[src/design/cvc_pkg.sv]
// Shared constants and types of the balancing converter controller
package cvc_pkg;

    // Timing
    localparam int unsigned CLK_HZ = 200_000_000;
    localparam int unsigned SW_FREQ_KHZ = 250;
    localparam int unsigned PERIOD_CYC = CLK_HZ / (SW_FREQ_KHZ * 1000);
    localparam int unsigned DUTY_W = 10;
    localparam int unsigned DEAD_CYC = 8;
    localparam int unsigned RAMP_TIME_US = 300;
    localparam int unsigned RAMP_PERIODS = (RAMP_TIME_US * SW_FREQ_KHZ) / 1000;
    localparam int unsigned RAMP_STEP = (PERIOD_CYC + RAMP_PERIODS - 1) / RAMP_PERIODS;
    localparam int unsigned WDOG_TIME_US = 10_000;
    localparam int unsigned WDOG_CYC_DEFAULT = WDOG_TIME_US * (CLK_HZ / 1_000_000);

    // Register map, byte addresses
    localparam int unsigned ADDR_W = 8;
    localparam logic [7:0] REG_CTRL = 8'h00;
    localparam logic [7:0] REG_STATUS = 8'h04;
    localparam logic [7:0] REG_IRQ_STAT = 8'h08;
    localparam logic [7:0] REG_IRQ_MASK = 8'h0C;

    // Control fields
    localparam int unsigned CTRL_LIMIT_LSB = 0;
    localparam int unsigned CTRL_KICK_BIT = 16;
    localparam logic [DUTY_W-1:0] CTRL_LIMIT_RST = DUTY_W'(PERIOD_CYC);

    // Status fields
    localparam int unsigned STAT_STATE_LSB = 0;
    localparam int unsigned STAT_DONE_BIT = 4;
    localparam int unsigned STAT_DIR_BIT = 5;
    localparam int unsigned STAT_EN_BIT = 6;
    localparam int unsigned STAT_FAULT_LSB = 8;
    localparam int unsigned STAT_DUTY_LSB = 16;

    // Interrupt bits
    localparam int unsigned IRQ_W = 2;
    localparam int unsigned IRQ_DONE_BIT = 0;
    localparam int unsigned IRQ_FAULT_BIT = 1;

    // Bus responses
    localparam logic [1:0] RESP_OKAY = 2'h0;
    localparam logic [1:0] RESP_SLVERR = 2'h2;

    localparam int unsigned FAULT_SRC_N = 7;
    localparam logic [2:0] FAULT_NONE = 3'h0;

    typedef enum logic [2:0] {
        CVC_IDLE,
        CVC_RUN,
        CVC_RAMP,
        CVC_DONE,
        CVC_FAULT
    } cvc_state_t;

    // Digitised comparator outputs of the sensing front end
    typedef struct packed {
        logic uvlo_main;
        logic uvlo_float;
        logic oc_primary;
        logic oc_secondary;
        logic cell_over;
        logic cell_under;
        logic over_temp;
    } cvc_fault_in_t;

    typedef struct packed {
        logic primary_switch_drive;
        logic secondary_switch_drive_a;
        logic secondary_switch_drive_b;
        logic clamp;
    } cvc_gate_t;

endpackage : cvc_pkg

[src/design/cvc_pwm_gen.sv]
// Fixed-rate PWM timebase with dead-timed clamp window
`timescale 1ns/1ps
module cvc_pwm_gen #(
    parameter int unsigned PERIOD = cvc_pkg::PERIOD_CYC,
    parameter int unsigned DUTY_W = cvc_pkg::DUTY_W,
    parameter int unsigned DEAD = cvc_pkg::DEAD_CYC
) (
    input wire logic i_core_clk,
    input wire logic i_rst,
    input wire logic [DUTY_W-1:0] i_duty,
    output logic o_on,
    output logic o_clamp,
    output logic o_period_end
);

    initial
    begin
        if (PERIOD < 2 * DEAD + 2 || PERIOD > (1 << DUTY_W))
            $error("cvc_pwm_gen: period does not fit duty width");
    end

    logic [DUTY_W-1:0] count_reg;
    logic [DUTY_W-1:0] duty_reg;
    logic on_reg;
    logic clamp_reg;
    wire last_w = (count_reg == DUTY_W'(PERIOD - 1));
    // Clamp only while main switch is off, with margin on both sides
    wire clamp_w = (count_reg >= DUTY_W'(duty_reg + DUTY_W'(DEAD))) &&
                   (count_reg < DUTY_W'(PERIOD - DEAD)) && (duty_reg != '0);

    // Duty is taken once per period so a pulse is never cut mid-way
    always_ff @(posedge i_core_clk or posedge i_rst)
    begin
        if (i_rst)
        begin
            count_reg <= '0;
            duty_reg <= '0;
            on_reg <= 1'b0;
            clamp_reg <= 1'b0;
        end
        else
        begin
            count_reg <= last_w ? '0 : DUTY_W'(count_reg + 1'b1);
            if (last_w)
                duty_reg <= i_duty;
            on_reg <= (count_reg < duty_reg);
            clamp_reg <= clamp_w;
        end
    end

    assign o_on = on_reg;
    assign o_clamp = clamp_reg;
    assign o_period_end = last_w;

endmodule : cvc_pwm_gen

[src/design/cvc_ctrl.sv]
// Balancing converter control, enable handshake, fault latch and register slave
//
// How it works
// - Enable rise clears latches, starts current
// - Enable fall ramps down, then done
// - Ramp-down finishes within three hundred microseconds
// - Done stays latched until next enable rise
// - Direction high charges, low discharges
// - Heading echo is inverted direction
// - Fault latches code, shuts converter down
// - Detect supply, current, cell, thermal, watchdog
// - Fixed 250 kHz switching rate
// - Three PWM gates regulate around setpoint
// - Clamp timing output synced to cycle
// - One primary, two secondary gate drives
//
// The address map and the AXI4-Lite interface to the registers are this design's own decisions.
`timescale 1ns/1ps
module cvc_ctrl #(
    parameter logic [2:0] FC_UVLO_MAIN = 3'h1,
    parameter logic [2:0] FC_UVLO_FLOAT = 3'h2,
    parameter logic [2:0] FC_OC_PRIMARY = 3'h3,
    parameter logic [2:0] FC_OC_SECONDARY = 3'h4,
    parameter logic [2:0] FC_CELL = 3'h5,
    parameter logic [2:0] FC_OVER_TEMP = 3'h6,
    parameter logic [2:0] FC_WATCHDOG = 3'h7,
    parameter int unsigned WDOG_CYCLES = cvc_pkg::WDOG_CYC_DEFAULT
) (
    input wire logic i_core_clk,
    input wire logic i_rst,
    // Handshake with the switch matrix driver
    input wire logic i_enable,
    input wire logic i_direction,
    output logic o_heading_echo,
    output logic o_done,
    output logic [2:0] o_fault_code,
    // Strap-like inputs
    input wire logic i_latch_override_in,
    input wire logic i_test_select_in,
    input wire logic i_watchdog_bypass_in,
    // Sensing front end
    input wire logic [cvc_pkg::DUTY_W-1:0] i_current_setpoint_voltage,
    input wire cvc_pkg::cvc_fault_in_t i_fault_sense,
    // Gate outputs
    output cvc_pkg::cvc_gate_t o_gate,
    output logic o_irq,
    // AXI4-Lite slave
    input wire logic [cvc_pkg::ADDR_W-1:0] i_s_axi_awaddr,
    input wire logic i_s_axi_awvalid,
    output logic o_s_axi_awready,
    input wire logic [31:0] i_s_axi_wdata,
    input wire logic [3:0] i_s_axi_wstrb,
    input wire logic i_s_axi_wvalid,
    output logic o_s_axi_wready,
    output logic [1:0] o_s_axi_bresp,
    output logic o_s_axi_bvalid,
    input wire logic i_s_axi_bready,
    input wire logic [cvc_pkg::ADDR_W-1:0] i_s_axi_araddr,
    input wire logic i_s_axi_arvalid,
    output logic o_s_axi_arready,
    output logic [31:0] o_s_axi_rdata,
    output logic [1:0] o_s_axi_rresp,
    output logic o_s_axi_rvalid,
    input wire logic i_s_axi_rready
);

    localparam int unsigned DW = cvc_pkg::DUTY_W;
    localparam int unsigned NF = cvc_pkg::FAULT_SRC_N;
    localparam logic [DW-1:0] STEP = DW'(cvc_pkg::RAMP_STEP);
    localparam logic [DW-1:0] MAX_DUTY = DW'(cvc_pkg::PERIOD_CYC - 2 * cvc_pkg::DEAD_CYC);

    initial
    begin
        if (FC_UVLO_MAIN == cvc_pkg::FAULT_NONE || FC_UVLO_FLOAT == cvc_pkg::FAULT_NONE ||
            FC_OC_PRIMARY == cvc_pkg::FAULT_NONE || FC_OC_SECONDARY == cvc_pkg::FAULT_NONE ||
            FC_CELL == cvc_pkg::FAULT_NONE || FC_OVER_TEMP == cvc_pkg::FAULT_NONE ||
            FC_WATCHDOG == cvc_pkg::FAULT_NONE)
            $error("cvc_ctrl: fault code zero is reserved for no fault");
        if (WDOG_CYCLES < 2)
            $error("cvc_ctrl: watchdog too short");
    end

    ////////////////////////////////////////////////////////////////////////////
    // Enable edges and fault sources
    cvc_pkg::cvc_state_t state_reg;
    cvc_pkg::cvc_state_t state_next;
    logic enable_prev_reg;
    logic [DW-1:0] duty_reg;
    logic [DW-1:0] duty_next;
    logic done_reg;
    logic [2:0] fault_reg;
    logic [31:0] wdog_reg;
    logic [DW-1:0] limit_reg;
    logic [cvc_pkg::IRQ_W-1:0] irq_stat_reg;
    logic [cvc_pkg::IRQ_W-1:0] irq_mask_reg;
    logic heading_reg;
    cvc_pkg::cvc_gate_t gate_reg;

    wire en_rise = i_enable && !enable_prev_reg;
    wire en_fall = !i_enable && enable_prev_reg;
    wire active = (state_reg == cvc_pkg::CVC_RUN) || (state_reg == cvc_pkg::CVC_RAMP);
    wire wdog_expired = active && !i_watchdog_bypass_in &&
                        (wdog_reg >= WDOG_CYCLES - 1);

    // Source order is priority order, lowest index wins
    wire [NF-1:0] src_flag = {wdog_expired, i_fault_sense.over_temp,
                            i_fault_sense.cell_over | i_fault_sense.cell_under,
                            i_fault_sense.oc_secondary, i_fault_sense.oc_primary,
                            i_fault_sense.uvlo_float, i_fault_sense.uvlo_main};
    wire [3*NF-1:0] src_code = {FC_WATCHDOG, FC_OVER_TEMP, FC_CELL, FC_OC_SECONDARY,
                                    FC_OC_PRIMARY, FC_UVLO_FLOAT, FC_UVLO_MAIN};

    logic [2:0] live_code;
    always_comb
    begin
        live_code = cvc_pkg::FAULT_NONE;
        for (int i = NF - 1; i >= 0; i--)
        begin
            if (src_flag[i])
                live_code = src_code[3*i +: 3];
        end
    end

    wire live_fault = (live_code != cvc_pkg::FAULT_NONE);
    // Override keeps reporting but stops the shutdown latch
    wire latch_fault = live_fault && !i_latch_override_in;

    ////////////////////////////////////////////////////////////////////////////
    // Converter state machine
    logic period_end;
    wire [DW-1:0] sp_clip = (i_current_setpoint_voltage > limit_reg) ? limit_reg : i_current_setpoint_voltage;
    wire [DW-1:0] target = (sp_clip > MAX_DUTY) ? MAX_DUTY : sp_clip;

    always_comb
    begin
        state_next = state_reg;
        duty_next = duty_reg;
        case (state_reg)
            cvc_pkg::CVC_IDLE, cvc_pkg::CVC_DONE, cvc_pkg::CVC_FAULT:
            begin
                duty_next = '0;
                if (en_rise)
                    state_next = cvc_pkg::CVC_RUN;
            end
            cvc_pkg::CVC_RUN:
            begin
                // Slew one count per period to limit inrush
                if (period_end && duty_reg < target)
                    duty_next = DW'(duty_reg + 1'b1);
                else if (period_end && duty_reg > target)
                    duty_next = DW'(duty_reg - 1'b1);
                if (en_fall)
                    state_next = cvc_pkg::CVC_RAMP;
            end
            cvc_pkg::CVC_RAMP:
            begin
                if (period_end)
                    duty_next = (duty_reg > STEP) ? DW'(duty_reg - STEP) : '0;
                if (en_rise)
                    state_next = cvc_pkg::CVC_RUN;
                else if (duty_reg == '0)
                    state_next = cvc_pkg::CVC_DONE;
            end
            default:
            begin
                state_next = cvc_pkg::CVC_IDLE;
                duty_next = '0;
            end
        endcase
        if (active && latch_fault)
        begin
            state_next = cvc_pkg::CVC_FAULT;
            duty_next = '0;
        end
    end

    wire enter_done = (state_reg == cvc_pkg::CVC_RAMP) && (state_next == cvc_pkg::CVC_DONE);
    wire enter_fault = active && latch_fault;
    always_ff @(posedge i_core_clk or posedge i_rst)
    begin
        if (i_rst)
        begin
            state_reg <= cvc_pkg::CVC_IDLE;
            duty_reg <= '0;
            enable_prev_reg <= 1'b0;
        end
        else
        begin
            state_reg <= state_next;
            duty_reg <= duty_next;
            enable_prev_reg <= i_enable;
        end
    end

    // Done and fault latches
    always_ff @(posedge i_core_clk or posedge i_rst)
    begin
        if (i_rst)
        begin
            done_reg <= 1'b0;
            fault_reg <= cvc_pkg::FAULT_NONE;
        end
        else
        begin
            if (en_rise)
                done_reg <= 1'b0;
            else if (enter_done)
                done_reg <= 1'b1;
            if (i_latch_override_in)
                fault_reg <= live_code;
            else if (enter_fault)
                fault_reg <= live_code;
            else if (en_rise)
                fault_reg <= cvc_pkg::FAULT_NONE;
        end
    end

    ////////////////////////////////////////////////////////////////////////////
    // Watchdog, restarted by enable rise or a software kick
    logic kick;
    always_ff @(posedge i_core_clk or posedge i_rst)
    begin
        if (i_rst)
            wdog_reg <= '0;
        else if (!active || en_rise || kick)
            wdog_reg <= '0;
        else if (wdog_reg < WDOG_CYCLES - 1)
            wdog_reg <= wdog_reg + 32'h0000_0001;
    end

    ////////////////////////////////////////////////////////////////////////////
    // Switching and gate mapping
    logic pwm_on;
    logic pwm_clamp;

    cvc_pwm_gen #(
        .PERIOD(cvc_pkg::PERIOD_CYC),
        .DUTY_W(DW),
        .DEAD(cvc_pkg::DEAD_CYC)
    ) u_pwm (
        .i_core_clk(i_core_clk),
        .i_rst(i_rst),
        .i_duty(duty_reg),
        .o_on(pwm_on),
        .o_clamp(pwm_clamp),
        .o_period_end(period_end)
    );

    // Charge: primary switches, secondaries rectify; discharge: secondary switches
    wire drive_ok = active && !i_test_select_in && !live_fault;
    cvc_pkg::cvc_gate_t gate_w;
    assign gate_w.primary_switch_drive = drive_ok && i_direction && pwm_on;
    assign gate_w.secondary_switch_drive_a = drive_ok && (i_direction ? pwm_clamp : pwm_on);
    assign gate_w.secondary_switch_drive_b = drive_ok && pwm_clamp;
    assign gate_w.clamp = drive_ok && pwm_clamp;

    always_ff @(posedge i_core_clk or posedge i_rst)
    begin
        if (i_rst)
        begin
            gate_reg <= '0;
            heading_reg <= 1'b1;
        end
        else
        begin
            gate_reg <= gate_w;
            heading_reg <= !i_direction;
        end
    end

    assign o_gate = gate_reg;
    assign o_heading_echo = heading_reg;
    assign o_done = done_reg;
    assign o_fault_code = fault_reg;

    ////////////////////////////////////////////////////////////////////////////
    // AXI4-Lite slave
    logic aw_held_reg;
    logic w_held_reg;
    logic [cvc_pkg::ADDR_W-1:0] awaddr_reg;
    logic [31:0] wdata_reg;
    logic [3:0] wstrb_reg;
    logic bvalid_reg;
    logic [1:0] bresp_reg;
    logic rvalid_reg;
    logic [31:0] rdata_reg;
    logic [1:0] rresp_reg;

    assign o_s_axi_awready = !aw_held_reg && !bvalid_reg;
    assign o_s_axi_wready = !w_held_reg && !bvalid_reg;
    assign o_s_axi_arready = !rvalid_reg;
    wire aw_take = i_s_axi_awvalid && o_s_axi_awready;
    wire w_take = i_s_axi_wvalid && o_s_axi_wready;
    wire do_write = aw_held_reg && w_held_reg;
    wire ar_take = i_s_axi_arvalid && o_s_axi_arready;

    wire wr_ctrl = do_write && awaddr_reg == cvc_pkg::REG_CTRL;
    wire wr_stat = do_write && awaddr_reg == cvc_pkg::REG_IRQ_STAT && wstrb_reg[0];
    wire wr_mask = do_write && awaddr_reg == cvc_pkg::REG_IRQ_MASK && wstrb_reg[0];
    wire wr_hit = do_write && (awaddr_reg == cvc_pkg::REG_CTRL || awaddr_reg == cvc_pkg::REG_STATUS ||
                               awaddr_reg == cvc_pkg::REG_IRQ_STAT || awaddr_reg == cvc_pkg::REG_IRQ_MASK);
    assign kick = wr_ctrl && wstrb_reg[cvc_pkg::CTRL_KICK_BIT / 8] && wdata_reg[cvc_pkg::CTRL_KICK_BIT];

    wire [31:0] status_w = (32'(state_reg) << cvc_pkg::STAT_STATE_LSB) |
                           (32'(done_reg) << cvc_pkg::STAT_DONE_BIT) |
                           (32'(i_direction) << cvc_pkg::STAT_DIR_BIT) |
                           (32'(i_enable) << cvc_pkg::STAT_EN_BIT) |
                           (32'(fault_reg) << cvc_pkg::STAT_FAULT_LSB) |
                           (32'(duty_reg) << cvc_pkg::STAT_DUTY_LSB);
    wire rd_hit = i_s_axi_araddr == cvc_pkg::REG_CTRL || i_s_axi_araddr == cvc_pkg::REG_STATUS ||
                  i_s_axi_araddr == cvc_pkg::REG_IRQ_STAT || i_s_axi_araddr == cvc_pkg::REG_IRQ_MASK;
    wire [31:0] rd_mux = (i_s_axi_araddr == cvc_pkg::REG_CTRL) ? (32'(limit_reg) << cvc_pkg::CTRL_LIMIT_LSB) :
                         (i_s_axi_araddr == cvc_pkg::REG_STATUS) ? status_w :
                         (i_s_axi_araddr == cvc_pkg::REG_IRQ_STAT) ? 32'(irq_stat_reg) :
                         (i_s_axi_araddr == cvc_pkg::REG_IRQ_MASK) ? 32'(irq_mask_reg) : 32'h0000_0000;

    always_ff @(posedge i_core_clk or posedge i_rst)
    begin
        if (i_rst)
        begin
            aw_held_reg <= 1'b0;
            w_held_reg <= 1'b0;
            awaddr_reg <= '0;
            wdata_reg <= '0;
            wstrb_reg <= '0;
            bvalid_reg <= 1'b0;
            bresp_reg <= cvc_pkg::RESP_OKAY;
        end
        else
        begin
            if (aw_take)
            begin
                aw_held_reg <= 1'b1;
                awaddr_reg <= i_s_axi_awaddr;
            end
            if (w_take)
            begin
                w_held_reg <= 1'b1;
                wdata_reg <= i_s_axi_wdata;
                wstrb_reg <= i_s_axi_wstrb;
            end
            if (do_write)
            begin
                aw_held_reg <= 1'b0;
                w_held_reg <= 1'b0;
                bvalid_reg <= 1'b1;
                bresp_reg <= wr_hit ? cvc_pkg::RESP_OKAY : cvc_pkg::RESP_SLVERR;
            end
            else if (bvalid_reg && i_s_axi_bready)
                bvalid_reg <= 1'b0;
        end
    end

    always_ff @(posedge i_core_clk or posedge i_rst)
    begin
        if (i_rst)
        begin
            rvalid_reg <= 1'b0;
            rdata_reg <= '0;
            rresp_reg <= cvc_pkg::RESP_OKAY;
        end
        else if (ar_take)
        begin
            rvalid_reg <= 1'b1;
            rdata_reg <= rd_mux;
            rresp_reg <= rd_hit ? cvc_pkg::RESP_OKAY : cvc_pkg::RESP_SLVERR;
        end
        else if (rvalid_reg && i_s_axi_rready)
            rvalid_reg <= 1'b0;
    end

    assign o_s_axi_bvalid = bvalid_reg;
    assign o_s_axi_bresp = bresp_reg;
    assign o_s_axi_rvalid = rvalid_reg;
    assign o_s_axi_rdata = rdata_reg;
    assign o_s_axi_rresp = rresp_reg;

    ////////////////////////////////////////////////////////////////////////////
    // Control and interrupt registers
    wire [cvc_pkg::IRQ_W-1:0] irq_event = {enter_fault, enter_done};
    wire [cvc_pkg::IRQ_W-1:0] irq_clear = wr_stat ? wdata_reg[cvc_pkg::IRQ_W-1:0] : '0;

    always_ff @(posedge i_core_clk or posedge i_rst)
    begin
        if (i_rst)
        begin
            limit_reg <= cvc_pkg::CTRL_LIMIT_RST;
            irq_stat_reg <= '0;
            irq_mask_reg <= '0;
        end
        else
        begin
            if (wr_ctrl && wstrb_reg[0] && wstrb_reg[1])
                limit_reg <= wdata_reg[cvc_pkg::CTRL_LIMIT_LSB +: DW];
            if (wr_mask)
                irq_mask_reg <= wdata_reg[cvc_pkg::IRQ_W-1:0];
            // A new event wins over a clear in the same cycle
            irq_stat_reg <= (irq_stat_reg & ~irq_clear) | irq_event;
        end
    end
    assign o_irq = |(irq_stat_reg & irq_mask_reg);

endmodule : cvc_ctrl

[config.mk]
export PLATFORM = sky130hd
export DESIGN_NAME = cvc_ctrl
export DESIGN_NICKNAME = d
export VERILOG_FILES = /design/src/design/cvc_pkg.sv /design/src/design/cvc_pwm_gen.sv /design/src/design/cvc_ctrl.sv
export SDC_FILE = /design/constraint.sdc
export NUM_CORES = 1
export LEC_CHECK = 0
export BUFFER_PORTS_ARGS = -buffer_cell sky130_fd_sc_hd__buf_4
export CAP_MARGIN = 15
export CORE_MARGIN = 2
export CORE_UTILIZATION = 55
export CTS_CLUSTER_SIZE = 8
export DETAILED_ROUTE_END_ITERATION = 8
export PLACE_DENSITY = 0.82
export SLEW_MARGIN = 20
export SYNTH_ARGS = -nofsm -noshare
export SYNTH_HDL_FRONTEND = slang
export SYNTH_SLANG_ARGS = --single-unit
[constraint.sdc]
create_clock -name i_core_clk -period 13.1 [get_ports i_core_clk]
set_clock_uncertainty 0.05 [all_clocks]
set_input_delay 1.965 -clock i_core_clk [delete_from_list [all_inputs] [get_ports i_core_clk]]
set_output_delay 1.965 -clock i_core_clk [all_outputs]
set_load 0.005 [all_outputs]
[Yosys cells after proc, flatten, opt, wreduce, memory -nomap -nowiden]
Cells that the tools add are included.
Widths: inputs -> output; s select.
Storage, ports and cells
  bits in writable memories: 0
  logic and storage cells: 184
  memories kept: 0
  flip-flop bits (word level): 158
  latch bits: 0
  bits in read-only memories: 0
  output and inout bits: 51
  input port bits: 81
Cells by class
  add/sub/neg operators: 6
  shift-type cells: 0
  multiplexer cells: 45
  bitwise gates (word level): 10
  equal/unequal tests: 14
  reduce and logical (&&, ||, !) cells: 72
  $lt $le $gt $ge: 10
  multipliers: 0
  div/mod/pow operators: 0
Operators by type and width (count)
  $mux 10: 8
  $mux 32: 2
  $mux 26: 2
  $mux 3: 15
  $logic_and 1x1->1: 35
  $add 32x1->32 const B: 1
  $eq 8x4->1 const B: 4
  $ge 32x21->1 const B: 1
  $lt 32x21->1 const B: 1
  $or 11x26->26: 1
  $add 10x1->10 const B: 2
  $gt 10x10->1: 2
  $lt 10x10->1: 2
  $pmux 10 s2: 1
  $eq 8x3->1 const B: 2
  $logic_not 8->1: 2
  $logic_not 1->1: 12
  $reduce_bool 2->1: 6
  $mux 1: 11
  $or 7x11->11: 1
  $add 10x4->10 const B: 1
  $eq 10x10->1 const B: 1
  $ge 10x10->1: 1
  $gt 10x10->1 const B: 1
  26 further kinds: 42

[Longest topological paths before layout]
Gate-level depths: netlist of the first run.
  depth after elaboration: 19
  gate-level depth with buffers: 24
  mapped depth without buffers: 22

[Cells and area by module]
A second synthesis of the first run with hierarchy kept.
Second synthesis, totals
  cell total of the unflattened synthesis: 791
  area, all modules: 7966.4 µm²
By module, submodules not included
  cvc_ctrl: cells each 649, times used 1, area an instance 6545.0 µm², seq. area each 2932.8 µm²
  cvc_pwm_gen: cells each 142, times used 1, area an instance 1421.4 µm², seq. area each 550.5 µm²

[Worst setup path after synthesis of the first run]
Ideal clock, no wire load.
  path kind: input-to-reg
  start: in i_current_setpoint_voltage[3] (netlist bit)
  end: reg duty_reg[9]
  arrival: 6415 ps
  stages on the path: 23
  slack: 6557 ps
  buffers on the path: 2
  library setup time: 77 ps
  cell sequence: ha_1 a21o_1 a21o_1 a21oi_1 nor2_1 o21ai_1 buf_2 mux2i_1 or2_2 ha_1 nor2b_1 o211ai_1 a21oi_1 or3_1 buf_2 ha_1 nand3_1 o211ai_1 o221a_2 nor4b_1 a211oi_1 a211o_1 a21oi_1
On the way
  longest elaborated chain between the ends: 9
RTL lines
  from (decl): line cvc_ctrl.sv:42  | input wire logic [cvc_pkg::DUTY_W-1:0] i_current_setpoint_voltage,
  $gt 10x10->1: line cvc_ctrl.sv:131  | wire [DW-1:0] sp_clip = (i_current_setpoint_voltage > limit_reg) ? limit_reg : i_current_setpoint_voltage;
  $mux 10 *: line cvc_ctrl.sv:131
  $gt 10x10->1: line cvc_ctrl.sv:132  | wire [DW-1:0] target = (sp_clip > MAX_DUTY) ? MAX_DUTY : sp_clip;
  $mux 10 *: line cvc_ctrl.sv:132
  $lt 10x10->1: line cvc_ctrl.sv:148  | if (period_end && duty_reg < target)
  $logic_and 1x1->1: line cvc_ctrl.sv:148
  $mux 10: line cvc_ctrl.sv:148
  $pmux 10 s2: line cvc_ctrl.sv:138  | case (state_reg)
  $mux 10: line cvc_ctrl.sv:170  | if (active && latch_fault)
  to (signal assigned): line cvc_ctrl.sv:190  | duty_reg <= duty_next;
  to (decl): line cvc_ctrl.sv:88  | logic [DW-1:0] duty_reg;
Every way passes the cells marked *; elsewhere a longest branch is shown, timed or not.
A chain may end at the register's enable or synchronous reset.

[Worst setup path in the final report of the first run]
Ends and elaborated chain as after synthesis.

==> reports/qor.yml, run 1 <==
logic_synthesis:
  synth_compound_gate_area_share_pct: 14.0
  seq_area_frac_synth_pct: 44.9
  synthArstFlopShare_pct: 100
  synth_cell_types: 66
  syn-cell-area_mm2: 0.00775
  synthMuxAreaShare_pct: 6.65
  synth_edf_count: 0
  synth_top_area_share_pct: 43.6
  synthAdderAreaFrac_pct: 8.33
  synth_top_family_by_area: "simple AND/OR/NAND/NOR gates"
  syn_inst: 774
  synthXorXnorAreaFrac_pct: 4.52
  synth_top_area_cell: "dfrtp_1"
  synth_area_leaders: "dfrtp_1 (44%), ha_1 (8.1%), mux2_2 (5.1%)"
  syn_area_per_cell_um2: 10.0
  synthFlopType: "dfrtp_1"
  yosys_warnings: 0
  ys_ff_latch: 139
  yosys.area_share.simple_pct: 16.9
global_routing:
  first_global_vias: 5966
  track_usage_pct: 25.1
  antenna_found_initial: 0
  grt_max_degree: 80
  grt_pass1_wl_um: 29300
  overflow: 0
cts:
  post_cts_resized: 0
  clockBufferDepth: 2
  numCtsBuffers: 17
  clk_latency_ns: 0.43
  cts_tree: "yes"
  cts_htree_levels: 4
  cts-root-buf: "clkbuf_16"
  holdBufCountCts: 0
  clkSinkCount: 139
  cts_setup_buffers: 0
  clk_pin_slew_ns: 0.06
place:
  routabilityCongestion: 0.908
  io_buffers: 96
  dp_hpwl_um: 12500
floorplan:
  die_area_mm2: 0.0151
  die-width_um: 123
  initial_core_util_pct: 56.1
  core_mm2: 0.0138
  ios: 132
  die-height_um: 123
  rows: 43
finish:
  drive_gt1_share_pct: 21.7
  largest_register_ffs: 32
  final_common_cell: "dfrtp_1"
  area_delta_synth_final_pct: 19.6
  final_cell_mix: "dfrtp_1 (135), buf_4 (100), nor2_1 (72)"
  antenna_cells: 0
  finalNetCount: 1000
sta:
  fin_crit_ns: 6.69
  post-route-period-util_pct: 51.0
  tns_ns: 0
  worstMarginPinSlew_ns: 0.900
  max_freq_mhz: 150
  rsz0062_at_grt: "no"
  drv_slew: 0
  slew_headroom_pct: 39.6
  hold_viol_final: 0
  finalSetupViolations: 0
route:
  drt-vias-per-instance: 5.84
  wl_per_cell_um: 17.1
  first_pass_iters: 5
  num_vias: 6191
  antenna_left: 0
  drt_iter0_markers: 450
  wl_um: 18100
  drc: 0
status:
  status: "complete, no violations"
worst_setup_path:
  worstSetupPathType: "input port to flip-flop"
  worstPathRequired_ns: 13.41
  reg2reg_slack_ns: 7.56
  critPathMaxFanout: 13
  worstSetupEndpointType: "flip-flop"
  critPathArrivalTime_ns: 6.99
  worstSetupStartpointType: "input port"
run:
  max_cap_viol_count: 0
worst_hold_path:
  hold_class: "flip-flop to flip-flop"
pwr:
  p_total_uw: 1510
  power.density_mw_per_mm2: 162
  leakagePower_uw: 0.00420
  vdd_drop_max_mv: 0.109
-- power breakdown --
part | switching, uW | internal (uW)
Combinational | 209 | 178
Clock | 181 | 372
Sequential | 73.0 | 493
Total | 463 | 1040
-- logic make-up after synthesis --
group / Yosys count
xor gates and xnor gates: 40
DFF: 139
muxes: 47
buffers and inverters: 78
AOI/OAI and AO/OA: 160
and+or+nand+nor: 258
other: 1
adders and majority gates: 51
-- final cells by class --
class | instances | area [um2]
flip-flops and latches | 139 | 3480
repair buffers | 100 | 751
clock inverters | 10 | 211
multi-input cells | 569 | 3970
fillers | 1025 | 4560
inverters | 41 | 159
well taps | 180 | 225
clock buffers | 22 | 474
-- metal layers --
metal	vias to the layer above	global-route usage, %	wire, um
met5	-	0	0
met4	0	9.91	322
met3	34	4.79	1020
met2	214	42.4	9190
met1	3015	31.8	7560
li1	2928	-	-
-- Yosys cell counts, drive strengths merged, types with 11 or more instances --
cell type  number
nand3          27
dfrtp         135
nor2           72
xor2           20
mux2           36
inv            41
xnor2          20
o21ai          35
a22o           14
a21oi          38
nor3           23
mux2i          11
ha             50
nand2          51
buf            21
clkbuf         16
and2           15
nand4          12
-- worst max-delay path: stages --
cell	delay [ns]
buf_4	0.12
ha_1	0.30
a21o_1	0.16
a21o_1	0.17
a21oi_1	0.14
nor2_1	0.05
o21ai_1	0.21
mux2i_1	0.52
or2_2	0.22
ha_1	0.24
a21o_1	0.16
a21oi_1	0.14
nor2_1	0.07
or3_1	0.61
ha_1	0.48
nand3_1	0.10
o211ai_1	0.27
o221a_2	0.29
nor4b_1	0.27
a211oi_1	0.09
a211o_1	0.29
a21oi_1	0.12
-- through the flow --
step | cell area (um2) | util [%] | std cells | setup slack (ns) | hold slack [ns]
2_1_floorplan | 7800 | - | 786 | 6.56 | 0.404
3_3_place_gp | 8580 | 62.0 | 1029 | 6.08 | 0.406
3_5_place_dp | 8580 | 62.0 | 1029 | 6.05 | 0.421
4_1_cts | 9260 | 67.0 | 1061 | 6.50 | 0.435
5_1_grt | 9270 | 67.1 | 1061 | 6.00 | 0.451
6_report | 9270 | 67.1 | 1061 | 6.41 | 0.428
-- worst paths after layout --
| kind | startpoint | endpoint | cells past startpoint |
|---|---|---|---|
| setup / recovery | i_current_setpoint_voltage[3] | duty_reg[9] | 22 |
| hold / removal | u_pwm.count_reg[0] | u_pwm.count_reg[0] | 1 |
| setup reg to reg | limit_reg[5] | duty_reg[9] | 22 |
| hold reg to reg | u_pwm.count_reg[0] | u_pwm.count_reg[0] | 1 |
| max in group asynchronous | i_rst | u_pwm.count_reg[8] | 3 |
| min in group asynchronous | i_rst | awaddr_reg[6] | 2 |
No activity file was read; power rests on OpenSTA's default activity.
==> run 2: changes to the inputs <==
==> constraint.sdc (replaced) <==
create_clock -name i_core_clk -period 6.8 [get_ports i_core_clk]
set_clock_uncertainty 0.05 [all_clocks]
set_input_delay 1.02 -clock i_core_clk [delete_from_list [all_inputs] [get_ports i_core_clk]]
set_output_delay 1.02 -clock i_core_clk [all_outputs]
set_load 0.005 [all_outputs]
==> reports/qor.yml, run 2 (synthesis results as in run 1) <==
finish:
  final_util_pct: 66.1
  final_cell_mix: "dfrtp_1 (135), buf_4 (100), nor2_1 (72)"
  drive_gt1_share_pct: 21.0
  area_delta_synth_final_pct: 18.0
  largest_register_ffs: 32
  finalNetCount: 1000
  antenna_cells: 0
  fillers: 1074
  final_common_cell: "dfrtp_1"
worst_setup_path:
  worstSetupEndpointType: "flip-flop"
  worstSetupStartpointType: "input port"
  critPathMaxFanout: 13
  worstSetupPathType: "input port to flip-flop"
  worstPathRequired_ns: 7.10
  r2r_cells: 22
  critPathArrivalTime_ns: 5.96
global_routing:
  antenna_found_initial: 0
  first_global_vias: 6025
  grt_max_degree: 75
  overflow: 0
  grt_pass1_wl_um: 29600
  track_usage_pct: 25.4
cts:
  clk_latency_ns: 0.43
  clkSinkCount: 139
  clockBufferDepth: 2
  cts_setup_buffers: 0
  holdBufCountCts: 0
  post_cts_resized: 0
  cts_tree: "yes"
  clk_pin_slew_ns: 0.06
  cts_htree_levels: 4
  cts-root-buf: "clkbuf_16"
  numCtsBuffers: 17
floorplan:
  initial_core_util_pct: 56.1
  rows: 43
  die-height_um: 123
  ios: 132
  die_area_mm2: 0.0151
  die-width_um: 123
  core_mm2: 0.0138
pwr:
  vdd_drop_max_mv: 0.225
  p_sw_share_pct: 32.3
  internal-power_uw: 1850
  p_sw_uw: 878
  pwr-share-clk_pct: 32.5
  p_comb_share_pct: 27.4
  leakagePower_uw: 0.00415
  p_seq_share_pct: 40.1
  power.density_mw_per_mm2: 298
route:
  drt-vias-per-instance: 5.82
  antenna_left: 0
  wl_um: 18100
  drc: 0
  first_pass_iters: 6
  num_vias: 6177
  drt_iter0_markers: 419
  wl_per_cell_um: 17.1
sta:
  finalSetupViolations: 0
  post-route-period-util_pct: 83.2
  tns_ns: 0
  drv_slew: 0
  worstMarginPinSlew_ns: 1.00
  fin_crit_ns: 5.66
  slew_headroom_pct: 32.7
  max_freq_mhz: 177
  hold_viol_final: 0
  rsz0062_at_grt: "no"
place:
  io_buffers: 96
  routabilityCongestion: 0.917
  dp_hpwl_um: 12500
run:
  max_cap_viol_count: 0
status:
  status: "complete, no violations"
worst_hold_path:
  hold_class: "flip-flop to flip-flop"
  min_path_cells: 2
## run 2: through the flow
stage	instance area, um2	total power (uW)	instances	hold WS (ns)	setup WS (ns)
final	9150	2720	1061	0.432	1.14
after global routing	9150	2860	1061	0.448	0.595
after detailed placement	8580	1830	1029	0.415	0.774
after global placement	8580	1800	1029	0.405	0.789
after floorplan	7800	1610	786	0.404	1.20
after CTS	9140	2730	1061	0.434	1.20
## run 2: layer usage
layer | track usage (%) | part of all wire [%] | vias up
met1 | 31.7 | 42 | 3014
li1 | - | - | 2924
met2 | 42.5 | 49 | 204
met3 | 5.02 | 6.1 | 35
met5 | 0 | 0 | -
met4 | 11.8 | 2.8 | 0
## run 2: final cells by class
class                      count  area [um2]  area share, %
sequential                   139        3480           38.1
inverter                      41         159           1.74
timing repair buffer         100         751           8.21
multi-input combinational    569        3970           43.4
clock inverter                 2        35.0          0.383
tap                          180         225           2.46
clock buffer                  30         524           5.73
## run 2: final timing paths
check / start / to / slack [ns]
max: i_current_setpoint_voltage[7] / duty_reg[9] / 1.14
min in group asynchronous: i_rst / o_s_axi_bresp[1] / 0.65
min reg2reg: o_s_axi_rdata[0] / o_s_axi_rdata[0] / 0.43
max in group asynchronous: i_rst / u_pwm.count_reg[7] / 4.78
min: o_s_axi_rdata[0] / o_s_axi_rdata[0] / 0.43
max reg2reg: limit_reg[8] / duty_reg[9] / 1.26
## run 2: critical path, cell delays in order
cell,delay [ns]
buf_4,0.12
ha_1,0.31
a21oi_1,0.16
nor2b_1,0.06
o21ai_0,0.18
nand3b_1,0.10
o21ai_1,0.23
buf_4,0.26
mux2i_1,0.09
or2_2,0.28
ha_1,0.29
a21o_1,0.16
a21oi_1,0.14
nor2_1,0.07
or3_1,0.60
ha_1,0.47
nand3_1,0.09
o211ai_1,0.27
o221a_2,0.28
nor4b_1,0.29
a211oi_1,0.09
a211o_1,0.29
a21oi_1,0.12
## run 2: power by group through the flow
| stage | sequential [uW] | combinational (uW) | clock (uW) |
|---|---|---|---|
| 3_3_place_gp | 1100 | 707 | 0 |
| 6_report | 1090 | 747 | 885 |
| 2_1_floorplan | 1050 | 564 | 0 |
| 3_5_place_dp | 1100 | 729 | 0 |
| 4_1_cts | 1090 | 744 | 893 |
| 5_1_grt | 1110 | 823 | 926 |
==> run 3: changes to the inputs <==
--- a/config.mk
+++ b/config.mk
@@ -5,6 +5,7 @@
 export SDC_FILE = /design/constraint.sdc
 export NUM_CORES = 1
 export LEC_CHECK = 0
+export ABC_AREA = 1
 export BUFFER_PORTS_ARGS = -buffer_cell sky130_fd_sc_hd__buf_4
 export CAP_MARGIN = 15
 export CORE_MARGIN = 2
==> constraint.sdc (replaced) <==
create_clock -name i_core_clk -period 5.3 [get_ports i_core_clk]
set_clock_uncertainty 0.05 [all_clocks]
set_input_delay 0.795 -clock i_core_clk [delete_from_list [all_inputs] [get_ports i_core_clk]]
set_output_delay 0.795 -clock i_core_clk [all_outputs]
set_load 0.005 [all_outputs]
==> reports/qor.yml, run 3 <==
pwr:
  leakagePower_uw: 0.00495
  vdd_drop_max_mv: 0.323
  power.density_mw_per_mm2: 403
logic_synthesis:
  yosysMostFrequentCell: "nand2_1"
  seq_area_frac_synth_pct: 42.9
  synth_cell_types: 55
  synthArstFlopShare_pct: 100
  synthFlopType: "dfrtp_1"
  syn_area_per_cell_um2: 8.07
  yosys_warnings: 0
  synth_top_area_cell: "dfrtp_1"
  synth_area_leaders: "dfrtp_1 (42%), nand2_1 (8.6%), ha_1 (7.7%)"
  synthTopCellsByCount: "nand2_1 (185), inv_1 (147), dfrtp_1 (135)"
  synth_top_area_share_pct: 41.6
  ys_ff_latch: 139
  syn_inst: 1005
  synth_edf_count: 0
  syn-cell-area_mm2: 0.00811
worst_setup_path:
  max_stage_delay_ns: 0.57
  critPathArrivalTime_ns: 5.35
  cp_common_cell: "nand2_1"
  worstSetupEndpointType: "flip-flop"
  cpMaxStageDelayCell: "dfstp_2"
  critPathMaxFanout: 8
  worstSetupPathType: "flip-flop to flip-flop"
  reg2reg_slack_ns: 0.27
  worstSetupStartpointType: "flip-flop"
  worstPathRequired_ns: 5.62
run:
  max_cap_viol_count: 0
floorplan:
  initial_core_util_pct: 56.0
  core_mm2: 0.0145
  die-height_um: 125
  die-width_um: 125
  die_area_mm2: 0.0157
  ios: 132
  rows: 44
route:
  first_pass_iters: 5
  wl_per_cell_um: 14.9
  drc: 0
  drt-vias-per-instance: 5.47
  num_vias: 7302
  wl_um: 19800
  drt_iter0_markers: 548
  antenna_left: 0
finish:
  final_cell_mix: "nand2_1 (182), inv_1 (145), dfrtp_1 (135)"
  final_common_cell: "nand2_1"
  area_delta_synth_final_pct: 23.4
  finalNetCount: 1271
  antenna_cells: 0
  final_util_pct: 69.1
  largest_register_ffs: 32
  drive_gt1_share_pct: 21.1
place:
  io_buffers: 96
  dp_hpwl_um: 13800
  dp_slack_ns: -0.196
  routabilityCongestion: 0.912
global_routing:
  grt_pass1_wl_um: 32600
  antenna_found_initial: 0
  first_global_vias: 6937
  grt_max_degree: 94
  track_usage_pct: 25.3
  overflow: 0
worst_hold_path:
  hold_class: "flip-flop to flip-flop"
sta:
  setup_ws_ns: 0.267
  slew_headroom_pct: 45.3
  worstMarginPinSlew_ns: 0.820
  fin_crit_ns: 5.03
  finalSetupViolations: 0
  post-route-period-util_pct: 95.0
  hold_viol_final: 0
  drv_slew: 0
  max_freq_mhz: 199
status:
  status: "complete, no violations"
cts:
  cts_htree_levels: 4
  cts_tree: "yes"
  clk_latency_ns: 0.43
  clk_pin_slew_ns: 0.06
  clkSinkCount: 139
  numCtsBuffers: 17
  clockBufferDepth: 2
  cts-root-buf: "clkbuf_16"
[run 3: changes by cell type after synthesis, moves of 15 or more]
cell and change:
nand2_1 +134, o21ai_0 +43, nor2_1 +46, mux2_2 -21
inv_1 +106, and2_1 -15, xnor2_1 -18, a21oi_1 +23
nand3_1 +31
[run 3: cells by family after synthesis]
kind of cell | after synthesis | synth area share, %
other | 1 | 0.0462
AO/OA/AOI/OAI | 180 | 12.9
AND/OR/NAND/NOR | 422 | 23.2
XOR/XNOR | 15 | 1.62
flip-flops | 139 | 42.9
buffers and inverters | 183 | 9.38
adder cells (fa/ha/maj) | 51 | 7.96
multiplexers | 14 | 1.94
[run 3: stage by stage]
stage / std cells / setup TNS [ns] / total power [uW] / hold slack, ns / cell area (um2)
2_1_floorplan: 1017 / 0 / 2260 / 0.398 / 8160
3_3_place_gp: 1297 / -0.191 / 2610 / 0.417 / 9160
3_5_place_dp: 1297 / -0.441 / 2650 / 0.427 / 9160
4_1_cts: 1329 / 0 / 3930 / 0.431 / 9780
5_1_grt: 1336 / -0.148 / 4270 / 0.425 / 10000
6_report: 1336 / 0 / 4030 / 0.432 / 10000
[run 3: worst max-delay path: cells and delay by family (launching register included)]
kind,cells,cell delay (ns)
AND/OR/NAND/NOR,17,1.75
adder cells (fa/ha/maj),3,0.92
flip-flops,1,0.57
buffers and inverters,5,0.59
AO/OA/AOI/OAI,9,1.07
[run 3: final timing paths]
path	startpoint	end	cells after the start
worst max-delay path	limit_reg[9]	duty_reg[8]	34
worst min-delay path	wdog_reg[3]	wdog_reg[4]	1
worst max register to register	limit_reg[9]	duty_reg[8]	34
worst min register to register	wdog_reg[3]	wdog_reg[4]	1
max in group asynchronous	i_rst	u_pwm.count_reg[1]	3
min in group asynchronous	i_rst	wdog_reg[18]	2
[run 3: report_power, final]
group / switching [uW] / internal (uW) / total [uW]
registers: 174 / 1240 / 1410
logic: 793 / 572 / 1370
clock network: 494 / 763 / 1260
[run 3: per-layer routing]
layer	global-route usage, %	share of wire, %	wire length (um)
met1	34.6	43	8580
met2	40.0	48	9480
met3	5.82	7.1	1410
met4	8.37	1.9	370
met5	0	0	0
[run 3: layout make-up]
| cell class | count | area, um2 |
|---|---|---|
| sequential | 139 | 3480 |
| timing repair buffer | 133 | 1010 |
| clock buffer | 18 | 439 |
| fill | 1106 | 4470 |
| tap | 184 | 230 |
| clock inverter | 14 | 181 |
| multi-input combinational | 696 | 4090 |
| inverter | 152 | 576 |
[run 3: repair_timing]
| action | CTS | global route |
|---|---|---|
| resized for setup | 0 | 34 |
| buffers inserted | 0 | 6 |
| hold buffers | 0 | 0 |
| setup endpoints to repair | 0 | 5 |
| endpoints found under the hold margin | 0 | 0 |
